`src/hdl/pp_pkg.sv`:
```
package pp_pkg;
  localparam logic [11:0] IDX_OUT_STAT = 12'hF54;
  localparam logic [11:0] IDX_IN_STAT = 12'hF55;
  localparam logic [11:0] IDX_ADDR_EN = 12'hF56;
  localparam logic [11:0] IDX_SEL_EN = 12'hF57;
  localparam logic [11:0] IDX_WAIT_CFG = 12'hF5C;
  localparam logic [11:0] IDX_MODE_CFG = 12'hF5D;
  localparam logic [11:0] IDX_IN1_LO = 12'hF60;
  localparam logic [11:0] IDX_IN1_HI = 12'hF61;
  localparam logic [11:0] IDX_IN2_LO = 12'hF62;
  localparam logic [11:0] IDX_IN2_HI = 12'hF63;
  localparam logic [11:0] IDX_OUT2_LO = 12'hF64;
  localparam logic [11:0] IDX_OUT2_HI = 12'hF65;
  localparam logic [11:0] IDX_CTRL = 12'hF66;
  localparam logic [11:0] IDX_ADDR_LO = 12'hF6E;
  localparam logic [11:0] IDX_ADDR_HI = 12'hF6F;
  localparam int MODE_LSB = 0;
  localparam int WIDE_BIT = 2;
  localparam int STEP_LSB = 3;
  localparam int IRQ_LSB = 5;
  localparam int BUSY_BIT = 7;
  localparam int WAIT_E_LSB = 0;
  localparam int WAIT_M_LSB = 2;
  localparam int WAIT_B_LSB = 6;
  localparam int SEL_EN_BIT = 6;
  localparam int CS_BIT = 6;
  localparam int FLAG_STICKY_BIT = 6;
  localparam int FLAG_ALL_BIT = 7;
  localparam int CSF_LSB = 6;
  localparam int ALP_BIT = 5;
  localparam int CSP_BIT = 3;
  localparam logic [7:0] CFG_RST = 8'h00;
  localparam logic [3:0] EMPTY_RST = 4'hF;
  localparam logic [1:0] MODE_LEGACY = 2'h0;
  localparam logic [1:0] MODE_ADDRESSED = 2'h1;
  localparam logic [1:0] MODE_SPLIT = 2'h2;
  localparam logic [1:0] MODE_COMBINED = 2'h3;
  localparam logic [1:0] STEP_INC = 2'h1;
  localparam logic [1:0] STEP_DEC = 2'h2;
  localparam logic [1:0] STEP_BUF = 2'h3;
  localparam logic [1:0] IRQ_EVERY = 2'h1;
  localparam logic [1:0] IRQ_FOURTH = 2'h3;
  localparam logic [1:0] CSF_SELECT = 2'h2;
  typedef enum logic [1:0] {PH_IDLE, PH_BEGIN, PH_MIDDLE, PH_END} pp_phase_t;
  typedef struct packed {
    logic psel;
    logic penable;
    logic pwrite;
    logic [15:0] paddr;
    logic [31:0] pwdata;
  } pp_apb_req_t;
  typedef struct packed {
    logic cs;
    logic rd;
    logic wr;
    logic [1:0] a;
    logic [7:0] d;
  } pp_pins_t;
endpackage

```
`src/hdl/pp_port.sv`:
```
// Implementation choice: the APB interface to the registers.
module pp_port #(
  parameter int ADDR_W = 16
) (
  input wire logic clk,
  input wire logic arst_n,
  input wire logic ce,
  input wire pp_pkg::pp_apb_req_t apb_req,
  output logic [31:0] prdata,
  output logic pready,
  output logic pslverr,
  input wire logic [7:0] data_pins_i,
  output logic [7:0] data_pins_o,
  output logic [7:0] data_pins_oe_n,
  input wire logic [7:0] addr_pins_i,
  output logic [7:0] addr_pins_o,
  output logic [7:0] addr_pins_oe_n,
  input wire logic select_pin_i,
  output logic select_pin_o,
  output logic select_pin_oe_n,
  input wire logic read_strobe_pin_i,
  output logic read_strobe_pin_o,
  output logic read_strobe_pin_oe_n,
  input wire logic write_strobe_pin_i,
  output logic write_strobe_pin_o,
  output logic write_strobe_pin_oe_n,
  output logic xfer_irq
);

  // ****************************************
  // Elaboration check
  // ****************************************
  if (ADDR_W != 16)
  begin : g_bad_width
    $error("pp_port serves a 16-bit APB address only");
  end

  // ****************************************
  // State
  // ****************************************
  typedef struct packed {
    logic [7:0] mode_cfg;
    logic [7:0] wait_cfg;
    logic [7:0] addr_en;
    logic [7:0] sel_en;
    logic [7:0] ctrl;
    logic [15:0] addr;
    logic [3:0][7:0] in_buf;
    logic [1:0][7:0] out2;
    logic [3:0] in_full;
    logic [3:0] out_empty;
    logic ovr;
    logic udr;
    logic ack;
    logic err;
    logic [31:0] rdata;
    pp_pkg::pp_phase_t phase;
    logic [3:0] cnt;
    logic second;
    logic is_read;
    logic [7:0] dout;
    logic [1:0] wptr;
    logic [1:0] rptr;
    pp_pkg::pp_pins_t sync1;
    pp_pkg::pp_pins_t sync2;
    pp_pkg::pp_pins_t prev;
    logic irq;
  } pp_state_t;

  pp_state_t st_reg;
  pp_state_t st_next;

  logic [1:0] mode;
  logic [1:0] step;
  logic [1:0] irq_sel;
  logic wide;
  logic master;
  logic buffered;
  logic [3:0] mid_w;
  logic [3:0] beg_w;
  logic [3:0] end_w;
  logic [3:0] used_mask;
  logic [11:0] idx;
  logic mapped;
  logic done;
  logic sw_wr;
  logic sw_rd;
  logic [7:0] in_stat;
  logic [7:0] out_stat;
  logic [7:0] ctl_rd;
  logic [7:0] byte_rd;
  logic [14:0] step_addr;
  logic slv_rd_evt;
  logic slv_wr_evt;
  logic [1:0] slv_idx;
  logic [7:0] out_byte;

  assign mode = st_reg.mode_cfg[pp_pkg::MODE_LSB +: 2];
  assign step = st_reg.mode_cfg[pp_pkg::STEP_LSB +: 2];
  assign irq_sel = st_reg.mode_cfg[pp_pkg::IRQ_LSB +: 2];
  assign wide = st_reg.mode_cfg[pp_pkg::WIDE_BIT];
  assign master = mode[1];
  assign buffered = !master && (step == pp_pkg::STEP_BUF);
  assign mid_w = st_reg.wait_cfg[pp_pkg::WAIT_M_LSB +: 4];
  // Begin and end waits only count when the middle wait is non-zero.
  assign beg_w = (mid_w != 4'h0) ? {2'h0, st_reg.wait_cfg[pp_pkg::WAIT_B_LSB +: 2]} : 4'h0;
  assign end_w = (mid_w != 4'h0) ? {2'h0, st_reg.wait_cfg[pp_pkg::WAIT_E_LSB +: 2]} : 4'h0;
  // Plain legacy slave only uses byte 0; every other mode uses all four.
  assign used_mask = (mode == pp_pkg::MODE_LEGACY && !buffered) ? 4'h1 : 4'hF;
  assign idx = apb_req.paddr[13:2];
  assign mapped = (apb_req.paddr[15:14] == 2'h0) && (apb_req.paddr[1:0] == 2'h0) &&
                  (idx inside {pp_pkg::IDX_OUT_STAT, pp_pkg::IDX_IN_STAT, pp_pkg::IDX_ADDR_EN,
                   pp_pkg::IDX_SEL_EN, pp_pkg::IDX_WAIT_CFG, pp_pkg::IDX_MODE_CFG,
                   pp_pkg::IDX_IN1_LO, pp_pkg::IDX_IN1_HI, pp_pkg::IDX_IN2_LO,
                   pp_pkg::IDX_IN2_HI, pp_pkg::IDX_OUT2_LO, pp_pkg::IDX_OUT2_HI,
                   pp_pkg::IDX_CTRL, pp_pkg::IDX_ADDR_LO, pp_pkg::IDX_ADDR_HI});
  assign done = apb_req.psel && apb_req.penable && st_reg.ack;
  assign sw_wr = done && apb_req.pwrite && mapped;
  assign sw_rd = done && !apb_req.pwrite && mapped;
  assign in_stat = {&(st_reg.in_full | ~used_mask), st_reg.ovr, 2'h0, st_reg.in_full};
  assign out_stat = {&(st_reg.out_empty | ~used_mask), st_reg.udr, 2'h0, st_reg.out_empty};
  assign ctl_rd = {(st_reg.phase != pp_pkg::PH_IDLE) && master, st_reg.mode_cfg[6:0]};
  // Bit 14 keeps its place while the rest of the address steps.
  assign step_addr = (step == pp_pkg::STEP_INC) ? {st_reg.addr[15], st_reg.addr[13:0]} + 15'h1 :
                     (step == pp_pkg::STEP_DEC) ? {st_reg.addr[15], st_reg.addr[13:0]} - 15'h1 :
                     {st_reg.addr[15], st_reg.addr[13:0]};
  // Slave strobes act on synchronised pins: reads on the leading edge, writes on the trailing.
  assign slv_rd_evt = !master && st_reg.sync2.cs && st_reg.sync2.rd &&
                      !(st_reg.prev.cs && st_reg.prev.rd);
  assign slv_wr_evt = !master && st_reg.prev.cs && st_reg.prev.wr &&
                      !(st_reg.sync2.cs && st_reg.sync2.wr);
  always_comb
  begin
    if (mode == pp_pkg::MODE_ADDRESSED)
    begin
      slv_idx = st_reg.prev.a;
    end
    else if (buffered)
    begin
      slv_idx = slv_rd_evt ? st_reg.rptr : st_reg.wptr;
    end
    else
    begin
      slv_idx = 2'h0;
    end
  end
  // Output bytes 0 and 1 share storage with the master address.
  assign out_byte = (slv_idx[1]) ? st_reg.out2[slv_idx[0]] : st_reg.addr[slv_idx[0]*8 +: 8];

  always_comb
  begin
    case (idx)
      pp_pkg::IDX_OUT_STAT: byte_rd = out_stat;
      pp_pkg::IDX_IN_STAT: byte_rd = in_stat;
      pp_pkg::IDX_ADDR_EN: byte_rd = st_reg.addr_en;
      pp_pkg::IDX_SEL_EN: byte_rd = st_reg.sel_en;
      pp_pkg::IDX_WAIT_CFG: byte_rd = st_reg.wait_cfg;
      pp_pkg::IDX_MODE_CFG: byte_rd = ctl_rd;
      pp_pkg::IDX_IN1_LO: byte_rd = st_reg.in_buf[0];
      pp_pkg::IDX_IN1_HI: byte_rd = st_reg.in_buf[1];
      pp_pkg::IDX_IN2_LO: byte_rd = st_reg.in_buf[2];
      pp_pkg::IDX_IN2_HI: byte_rd = st_reg.in_buf[3];
      pp_pkg::IDX_OUT2_LO: byte_rd = st_reg.out2[0];
      pp_pkg::IDX_OUT2_HI: byte_rd = st_reg.out2[1];
      pp_pkg::IDX_CTRL: byte_rd = st_reg.ctrl;
      pp_pkg::IDX_ADDR_LO: byte_rd = st_reg.addr[7:0];
      pp_pkg::IDX_ADDR_HI: byte_rd = st_reg.addr[15:8];
      default: byte_rd = 8'h00;
    endcase
  end

  // ****************************************
  // Next state
  // ****************************************
  always_comb
  begin
    st_next = st_reg;
    st_next.irq = 1'b0;
    st_next.sync1 = '{select_pin_i, read_strobe_pin_i, write_strobe_pin_i, addr_pins_i[1:0],
                      data_pins_i};
    st_next.sync2 = st_reg.sync1;
    st_next.prev = st_reg.sync2;
    // One wait state per access keeps prdata a flop without a read-data mux in the path.
    st_next.ack = apb_req.psel && apb_req.penable && !st_reg.ack;
    if (apb_req.psel && apb_req.penable && !st_reg.ack)
    begin
      st_next.rdata = {24'h0, byte_rd};
      st_next.err = !mapped;
    end
    if (sw_wr)
    begin
      case (idx)
        pp_pkg::IDX_OUT_STAT: st_next.udr = st_reg.udr & apb_req.pwdata[pp_pkg::FLAG_STICKY_BIT];
        pp_pkg::IDX_IN_STAT: st_next.ovr = st_reg.ovr & apb_req.pwdata[pp_pkg::FLAG_STICKY_BIT];
        pp_pkg::IDX_ADDR_EN: st_next.addr_en = apb_req.pwdata[7:0];
        pp_pkg::IDX_SEL_EN: st_next.sel_en = apb_req.pwdata[7:0] & 8'h40;
        pp_pkg::IDX_WAIT_CFG: st_next.wait_cfg = apb_req.pwdata[7:0];
        pp_pkg::IDX_MODE_CFG: st_next.mode_cfg = {1'b0, apb_req.pwdata[6:0]};
        pp_pkg::IDX_IN1_LO: st_next.in_buf[0] = apb_req.pwdata[7:0];
        pp_pkg::IDX_IN1_HI: st_next.in_buf[1] = apb_req.pwdata[7:0];
        pp_pkg::IDX_IN2_LO: st_next.in_buf[2] = apb_req.pwdata[7:0];
        pp_pkg::IDX_IN2_HI: st_next.in_buf[3] = apb_req.pwdata[7:0];
        pp_pkg::IDX_OUT2_LO: st_next.out2[0] = apb_req.pwdata[7:0];
        pp_pkg::IDX_OUT2_HI: st_next.out2[1] = apb_req.pwdata[7:0];
        pp_pkg::IDX_CTRL: st_next.ctrl = apb_req.pwdata[7:0] & 8'hE8;
        pp_pkg::IDX_ADDR_LO: st_next.addr[7:0] = apb_req.pwdata[7:0];
        pp_pkg::IDX_ADDR_HI: st_next.addr[15:8] = apb_req.pwdata[7:0];
        default: st_next.addr = st_reg.addr;
      endcase
      if (!master)
      begin
        for (int i = 0; i < 4; i++)
        begin
          if ((idx == pp_pkg::IDX_OUT2_LO + 12'(i) - 12'h2 && i >= 2) ||
              (idx == pp_pkg::IDX_ADDR_LO + 12'(i) && i < 2))
          begin
            st_next.out_empty[i] = 1'b0;
          end
        end
      end
    end
    if (sw_rd && (idx >= pp_pkg::IDX_IN1_LO) && (idx <= pp_pkg::IDX_IN2_HI))
    begin
      st_next.in_full[idx[1:0]] = 1'b0;
    end
    // Master engine; a data access while busy is dropped.
    case (st_reg.phase)
      pp_pkg::PH_IDLE:
      begin
        if (master && (sw_wr || sw_rd) && idx == pp_pkg::IDX_IN1_LO)
        begin
          st_next.phase = pp_pkg::PH_BEGIN;
          st_next.cnt = beg_w;
          st_next.second = 1'b0;
          st_next.is_read = sw_rd;
          st_next.dout = apb_req.pwdata[7:0];
        end
      end
      pp_pkg::PH_BEGIN:
      begin
        st_next.cnt = st_reg.cnt - 4'h1;
        if (st_reg.cnt == 4'h0)
        begin
          st_next.phase = pp_pkg::PH_MIDDLE;
          st_next.cnt = mid_w;
        end
      end
      pp_pkg::PH_MIDDLE:
      begin
        st_next.cnt = st_reg.cnt - 4'h1;
        if (st_reg.cnt == 4'h0)
        begin
          st_next.phase = pp_pkg::PH_END;
          st_next.cnt = end_w;
        end
      end
      pp_pkg::PH_END:
      begin
        st_next.cnt = st_reg.cnt - 4'h1;
        if (st_reg.cnt == 4'h0)
        begin
          if (st_reg.is_read)
          begin
            st_next.in_buf[st_reg.second] = st_reg.sync2.d;
          end
          st_next.addr = {step_addr[14], st_reg.addr[14], step_addr[13:0]};
          st_next.irq = (irq_sel == pp_pkg::IRQ_EVERY);
          if (wide && !st_reg.second)
          begin
            st_next.second = 1'b1;
            st_next.dout = st_reg.in_buf[1];
            st_next.phase = pp_pkg::PH_BEGIN;
            st_next.cnt = beg_w;
          end
          else
          begin
            st_next.second = 1'b0;
            st_next.phase = pp_pkg::PH_IDLE;
          end
        end
      end
      default: st_next.phase = pp_pkg::PH_IDLE;
    endcase
    // Slave strobes.
    if (slv_rd_evt)
    begin
      st_next.dout = out_byte;
      if (st_reg.out_empty[slv_idx])
      begin
        st_next.udr = 1'b1;
      end
      st_next.out_empty[slv_idx] = 1'b1;
      st_next.rptr = buffered ? st_reg.rptr + 2'h1 : st_reg.rptr;
      st_next.irq = (irq_sel == pp_pkg::IRQ_EVERY) ||
                    (irq_sel == pp_pkg::IRQ_FOURTH && slv_idx == 2'h3);
    end
    if (slv_wr_evt)
    begin
      if (st_reg.in_full[slv_idx])
      begin
        st_next.ovr = 1'b1;
      end
      else
      begin
        st_next.in_buf[slv_idx] = st_reg.prev.d;
      end
      st_next.in_full[slv_idx] = 1'b1;
      st_next.wptr = buffered ? st_reg.wptr + 2'h1 : st_reg.wptr;
      st_next.irq = (irq_sel == pp_pkg::IRQ_EVERY) ||
                    (irq_sel == pp_pkg::IRQ_FOURTH && slv_idx == 2'h3);
    end
  end

  always_ff @(posedge clk or negedge arst_n)
  begin
    if (!arst_n)
    begin
      st_reg <= '0;
      st_reg.out_empty <= pp_pkg::EMPTY_RST;
    end
    else if (ce)
    begin
      st_reg <= st_next;
    end
  end

  // ****************************************
  // Outputs
  // ****************************************
  assign prdata = st_reg.rdata;
  assign pready = st_reg.ack;
  assign pslverr = st_reg.ack && st_reg.err;
  assign xfer_irq = st_reg.irq;
  assign data_pins_o = st_reg.dout;
  assign data_pins_oe_n = {8{!((master && st_reg.phase != pp_pkg::PH_IDLE && !st_reg.is_read) ||
                         (!master && st_reg.sync2.cs && st_reg.sync2.rd))}};
  assign addr_pins_o = st_reg.addr[7:0];
  assign addr_pins_oe_n = ~(st_reg.addr_en & {8{master}});
  // Polarity applies only while the pin is a select line; as address bit 14 it is raw.
  assign select_pin_o = (st_reg.ctrl[pp_pkg::CSF_LSB +: 2] == pp_pkg::CSF_SELECT) ?
                        (st_reg.addr[pp_pkg::CS_BIT + 8] ~^ st_reg.ctrl[pp_pkg::CSP_BIT]) :
                        st_reg.addr[14];
  assign select_pin_oe_n = !(master && st_reg.sel_en[pp_pkg::SEL_EN_BIT]);
  assign read_strobe_pin_o = (mode == pp_pkg::MODE_COMBINED) ?
                             (st_reg.phase != pp_pkg::PH_IDLE && st_reg.is_read) :
                             (st_reg.phase == pp_pkg::PH_MIDDLE && st_reg.is_read);
  assign write_strobe_pin_o = (mode == pp_pkg::MODE_COMBINED) ?
                              (st_reg.phase == pp_pkg::PH_MIDDLE) :
                              (st_reg.phase == pp_pkg::PH_MIDDLE && !st_reg.is_read);
  assign read_strobe_pin_oe_n = !master;
  assign write_strobe_pin_oe_n = !master;
endmodule

```
`config.mk`:
```
export PLATFORM = sky130hd
export DESIGN_NAME = pp_port
export DESIGN_NICKNAME = d
export VERILOG_FILES = /design/src/hdl/pp_pkg.sv /design/src/hdl/pp_port.sv
export SDC_FILE = /design/constraint.sdc
export NUM_CORES = 1
export LEC_CHECK = 0
export BUFFER_PORTS_ARGS = -buffer_cell sky130_fd_sc_hd__buf_2
export CORE_ASPECT_RATIO = 1.75
export CORE_MARGIN = 2
export CORE_UTILIZATION = 58
export DETAILED_ROUTE_END_ITERATION = 6
export GPL_TIMING_DRIVEN = 0
export PLACE_DENSITY = 0.81
export SLEW_MARGIN = 20
export SYNTH_ARGS = -nofsm -noshare
export SYNTH_HDL_FRONTEND = slang
export SYNTH_SLANG_ARGS = --single-unit
```
`constraint.sdc`:
```
create_clock -name clk -period 3.3 [get_ports clk]
set_input_delay 0.66 -clock clk [delete_from_list [all_inputs] [get_ports clk]]
set_output_delay 0.66 -clock clk [all_outputs]
set_load 0.02 [all_outputs]
```
Yosys cells after proc, flatten, opt, wreduce, memory -nomap -nowiden --
Cells that the tools add are included.
Word-level totals: register bits 172, input bits 73, output and inout bits 73
Operators by class: add/sub/neg operators 5, order comparisons 9, equality and inequality tests 36, shifts and indexed selects 1, multiplexer cells 75, bitwise gates (word level) 12, reduce and logical (&&, ||, !) cells 78
Operators with widths (number):
- 12-bit == test (second input constant) | 15
- 8-bit 2-to-1 mux | 16
- 8-bit one-hot mux with 15 select lines | 1
- 32-bit 2-to-1 mux | 3
- 48-bit 2-to-1 mux | 2
- 32-bit bitwise mux | 2
- 64-bit 2-to-1 mux | 1
- 1-bit logical AND | 35
- 15-bit 2-to-1 mux | 2
- 3-bit AND reduction | 10
- 4-bit 2-to-1 mux | 6
- 6-bit one-hot mux with 4 select lines | 1
- 1-bit 2-to-1 mux | 23
- 6-bit 2-to-1 mux | 3
- 8-bit demux with 2-bit select | 1
- 2-bit == test (second input constant) | 8
- 16-bit 2-to-1 mux | 1
- 4-bit OR | 4
- 8-bit one-hot mux with 2 select lines | 1
- 16-bit by 5-bit indexed part select with 8-bit output | 1
- 15-bit by 1-bit adder with 15-bit output (second input constant) | 1
- 15-bit nonzero test | 1
- 15-bit by 1-bit subtractor with 15-bit output (second input constant) | 1
- 12-bit greater-or-equal comparator (second input constant) | 1
- other kinds (34) | 76

Logic depth before layout (Yosys ltp) --
word-level depth 14, depth in mapped cells 11

Worst setup path after synthesis --
Ideal clock, no wire load.
kind register to register, start register st_reg (netlist bit ctl_rd[3]), end register st_reg[167] (netlist name), data arrival time 2819 ps, data required time 3223 ps, setup slack 403 ps, stages on the path, launching flop included 11, path buffers 0, period minus slack after synthesis 2897 ps, cells stage by stage dfrtp_1 -> ha_1 -> inv_1 -> ha_1 -> a21o_1 -> a221oi_1 -> o21ai_0 -> a221oi_1 -> xnor2_1 -> a211o_1 -> a21oi_1
Between the ends: longest elaborated chain between the ends 4, elaborated cells on any way between the ends 7
Ends and longest elaborated chain:
- start: declaration | RTL line pp_port.sv:70 | pp_state_t st_reg;
- start signal: assignment | RTL line pp_port.sv:323 | st_reg <= st_next;
- 2-bit by 1-bit == test with 1-bit output | RTL line pp_port.sv:124 | assign step_addr = (step == pp_pkg::STEP_INC) ? {st_reg.addr[15], st_reg.addr[13:0]} + 15'h1 :
- 15-bit 2-to-1 mux | RTL line pp_port.sv:124
- 48-bit 2-to-1 mux | RTL line pp_port.sv:260 | if (st_reg.cnt == 4'h0)
- 48-bit 2-to-1 mux | RTL line pp_port.sv:227 | case (st_reg.phase)
Parallel ways exist; a longest one is shown, timed or not. The select of a mux whose other input is x is not followed. A chain may end at the register's enable or synchronous reset.

Worst setup path in the final report --
start register st_reg (netlist bit ctl_rd[3]), end register st_reg (netlist bit data_pins_o[2])
Between the ends: longest elaborated chain between the ends 8, elaborated cells on any way between the ends 9
Ends and longest elaborated chain:
- 2-bit == test (*) | RTL line pp_port.sv:103 | assign buffered = !master && (step == pp_pkg::STEP_BUF);
- 1-bit logical AND (*) | RTL line pp_port.sv:103
- 2-bit 2-to-1 mux (*) | RTL line pp_port.sv:138 | else if (buffered)
- 2-bit 2-to-1 mux (*) | RTL line pp_port.sv:134 | if (mode == pp_pkg::MODE_ADDRESSED)
- branches (longest 2 deep; another with 16-bit by 5-bit indexed part select with 8-bit output)
- 8-bit 2-to-1 mux (*) | RTL line pp_port.sv:148 | assign out_byte = (slv_idx[1]) ? st_reg.out2[slv_idx[0]] : st_reg.addr[slv_idx[0]*8 +: 8];
- 8-bit 2-to-1 mux (*) | RTL line pp_port.sv:285 | if (slv_rd_evt)
Mark *: on every way between the ends. The select of a mux whose other input is x is not followed.

==> impl_results.md <==
* Power, Total at 7.41 mW
* Pre-CTS setup slack at -0.275 ns
* Post-Synth Adder-Cell Area at 2.29%
* Die height at 179 um
* Port Buffer Count at 88
* Comb power frac at 33.9%
* Worst-Skew Late Latency at 0.45 ns
* Status: completed
* Part of the power in registers at 37.7%
* Synth warn at 0
* DR vias/cell at 6.52
* Most used DFF post-synth: dfrtp_1
* Antenna Nets Post-Route at 0
* Overflow left after global routing at 0
* Fin Setup TNS at 0 ns
* Placed cells at 1400
* Ys async rst share at 100%
* GR Util All Layers at 39.4%
* Initial antenna violation count at 0
* Final wirelength at 36.1 mm
* Sequential share of the synthesized area at 42.3%
* Clk sinks at 172
* Setup CP Type: reg2reg
* TritonCTS clock tree: done
* Global-route wire length before repair at 53.8 mm
* Die ar. at 18700 um^2
* Largest family of logic cells by synthesized area: compound AO/OA/AOI/OAI gates
* Top-count cell post-synth: dfrtp_1
* Area growth syn-to-layout at 15.1%
* Design Area, Final at 11700 um^2
* F_max at 308 MHz
* Minimum clock period at 3.24 ns
* Post-route insts no fill at 1435
* Most Frequent Cell on Critical Path: o21ai_0
* Final Util at 67.4%
* DP Area at 11000 um^2
* Nature of the critical path endpoint: flip-flop
* Crit path largest cell delay at 0.58 ns
* Post-synthesis cell count at 1057
* Peak VDD IR at 0.404 mV
* Max-Cap Viols at 0
* P_leak at 5.22 nW
* Cell area after technology mapping at 10200 um^2
* Psw at 2.75 mW
* Worst clock skew at 0.0160 ns
* Vias after detailed routing at 9357
* CTS buffer count at 17
* Avg WL per Cell at 25.1 um
* Actual slew at the worst max-slew pin at 1.12 ns
* Ant. Diodes at 0
* EDFF count, synth at 0
* Clock-pin slew on the worst setup and hold paths at 0.07 ns
* Vias in the first global route at 9125
* PwrDens at 632 nW/um^2
* Hold WC Path Type: in2async
* Placeable Area at 17400 um^2
* Clock network power share at 28.3%
* GP Congestion at 1.01
* Synth Area in Compound Gates at 18.1%
* DRC at 0
* Htree depth at 4
* Synth Area in XOR/XNOR at 1.63%
* Largest net degree at the start of global routing at 97
* Multiplexer share of the synthesized area at 12.8%
* Yosys top cell area share at 41.3%
* Netlist cell types at 77
* Minimum setup slack in the final design at 0.0581 ns
* CP max FO at 10
* Pins Over Slew Limit at 0
* Tcrit/Tclk final at 98.2%
* Clock Path Buffers at 2
* Simple-gate portion of the synthesized area at 16.1%
* Rel. slew slack at 25.0%
* Worst Setup Start Kind: flip-flop
* Detailed Route Iter0 Violations at 892
* Router iterations before antenna repair at 6
* Die X at 104 um
* Final setup violation count at 0
* Layout cells sized above 1 at 26.6%
* Switch share at 37.1%
* Synth area leaders: dfrtp_1, mux2_2, nand2_1, buf_4, o21ai_0
* Int Power at 4.66 mW
* Flops & latches, synth at 172
* WHS at 0.175 ns
* Worst EP required at 3.66 ns
* CTS root buf: clkbuf_16
* Yosys top cell by area: dfrtp_1
* Nets at 1282
* RSZ-0062 raised after global routing: false
* Final hold viol count at 0
* Starting density of the core at 58.6%
* Syn Area/Cell at 9.63 um^2
* Slowest cell on the critical path: buf_1
* Largest register FFs at 99
* # IOs at 146
* Synth top cells by count: dfrtp_1, nand2_1, mux2_2
* Site Rows at 64
* Crit path cell chain: ha_1 > nor3b_2 > nand4_1 > o211a_1 > buf_2 > buf_1 > nand2_1 > a32oi_1 > o21ai_0 > o21ai_0
* DP Wirelength at 27.1 mm
* Crit path arrival time at 3.60 ns
-- critical path: cells and delay by family (launching register included) --
kind | cells | cell delay (ns)
AO/OA/AOI/OAI | 4 | 1.07
AND/OR/NAND/NOR | 3 | 0.49
flip-flops | 1 | 0.44
buffers and inverters | 2 | 0.83
adder cells (fa/ha/maj) | 1 | 0.32
-- power groups by stage --
| stage | clock network, mW | registers (mW) | logic (mW) |
|---|---|---|---|
| 3_3_place_gp | 0 | 2.80 | 2.36 |
| 2_1_floorplan | 0 | 2.65 | 1.83 |
| 5_1_grt | 2.18 | 2.81 | 2.74 |
| 6_report | 2.10 | 2.79 | 2.52 |
| 4_1_cts | 2.10 | 2.77 | 2.48 |
| 3_5_place_dp | 0 | 2.81 | 2.41 |
-- timing repair --
action	CTS	global route
hold buffers	0	0
endpoints found under the hold margin	0	0
cloned	0	0
setup endpoints to repair	14	23
buffers inserted	3	0
gates resized for setup	5	9
pin swaps	1	0
-- cell usage in the layout, fill, tap and decap left out, types with 10 or more instances in the layout --
master | synthesis | layout
a32oi_1 | 11 | 11
nor2b_1 | 19 | 19
o21ai_0 | 65 | 64
mux2_2 | 86 | 86
nor3_1 | 15 | 13
conb_1 | 1 | 24
nor2_1 | 83 | 83
buf_4 | 56 | 59
mux2i_1 | 13 | 13
dfrtp_1 | 168 | 168
a22oi_1 | 24 | 24
o22ai_1 | 24 | 24
nand4_1 | 12 | 12
a21oi_1 | 47 | 47
o221ai_1 | 10 | 10
buf_2 | 11 | 98
xnor2_1 | 15 | 15
inv_1 | 12 | 11
ha_1 | 17 | 16
clkbuf_16 | 0 | 17
nand2_1 | 136 | 136
nand3_1 | 29 | 29
clkbuf_1 | 32 | 31
a31oi_1 | 10 | 10
-- worst paths after layout --
| kind | startpoint | to | slack, ns | cells after the start |
|---|---|---|---|---|
| max | ctl_rd[3] | data_pins_o[2] | 0.06 | 10 |
| min | arst_n | xfer_irq | 0.17 | 1 |
| max reg2reg | ctl_rd[3] | data_pins_o[2] | 0.06 | 10 |
| min reg2reg | data_pins_o[3] | data_pins_o[3] | 0.48 | 2 |
| max in group asynchronous | arst_n | st_reg[175] | 2.22 | 2 |
| min in group clk | data_pins_i[5] | st_next[19] | 0.45 | 2 |
-- layer usage --
metal / routed length [um] / GRT usage [%]
met5: 0 / 0
met4: 3300 / 31.3
met3: 2390 / 6.54
met2: 18100 / 69.0
met1: 12300 / 41.9
-- final cells by class --
class                           instances  area, um^2
Fill cell                            1451        5660
Multi-Input combinational cell        785        5330
Sequential cell                       172        4310
Buffer                                109         637
Timing Repair Buffer                   92         500
Clock buffer                           18         429
Tap cell                              231         289
Clock inverter                         14         173
Inverter                               14        56.3
-- cells by family after synthesis --
| group | after synthesis |
|---|---|
| multiplexers | 108 |
| other | 1 |
| XOR/XNOR | 19 |
| AO/OA/AOI/OAI | 270 |
| adder cells (fa/ha/maj) | 18 |
| buffers and inverters | 123 |
| AND/OR/NAND/NOR | 346 |
| flip-flops | 172 |
Power figures use the tool's default switching activity.
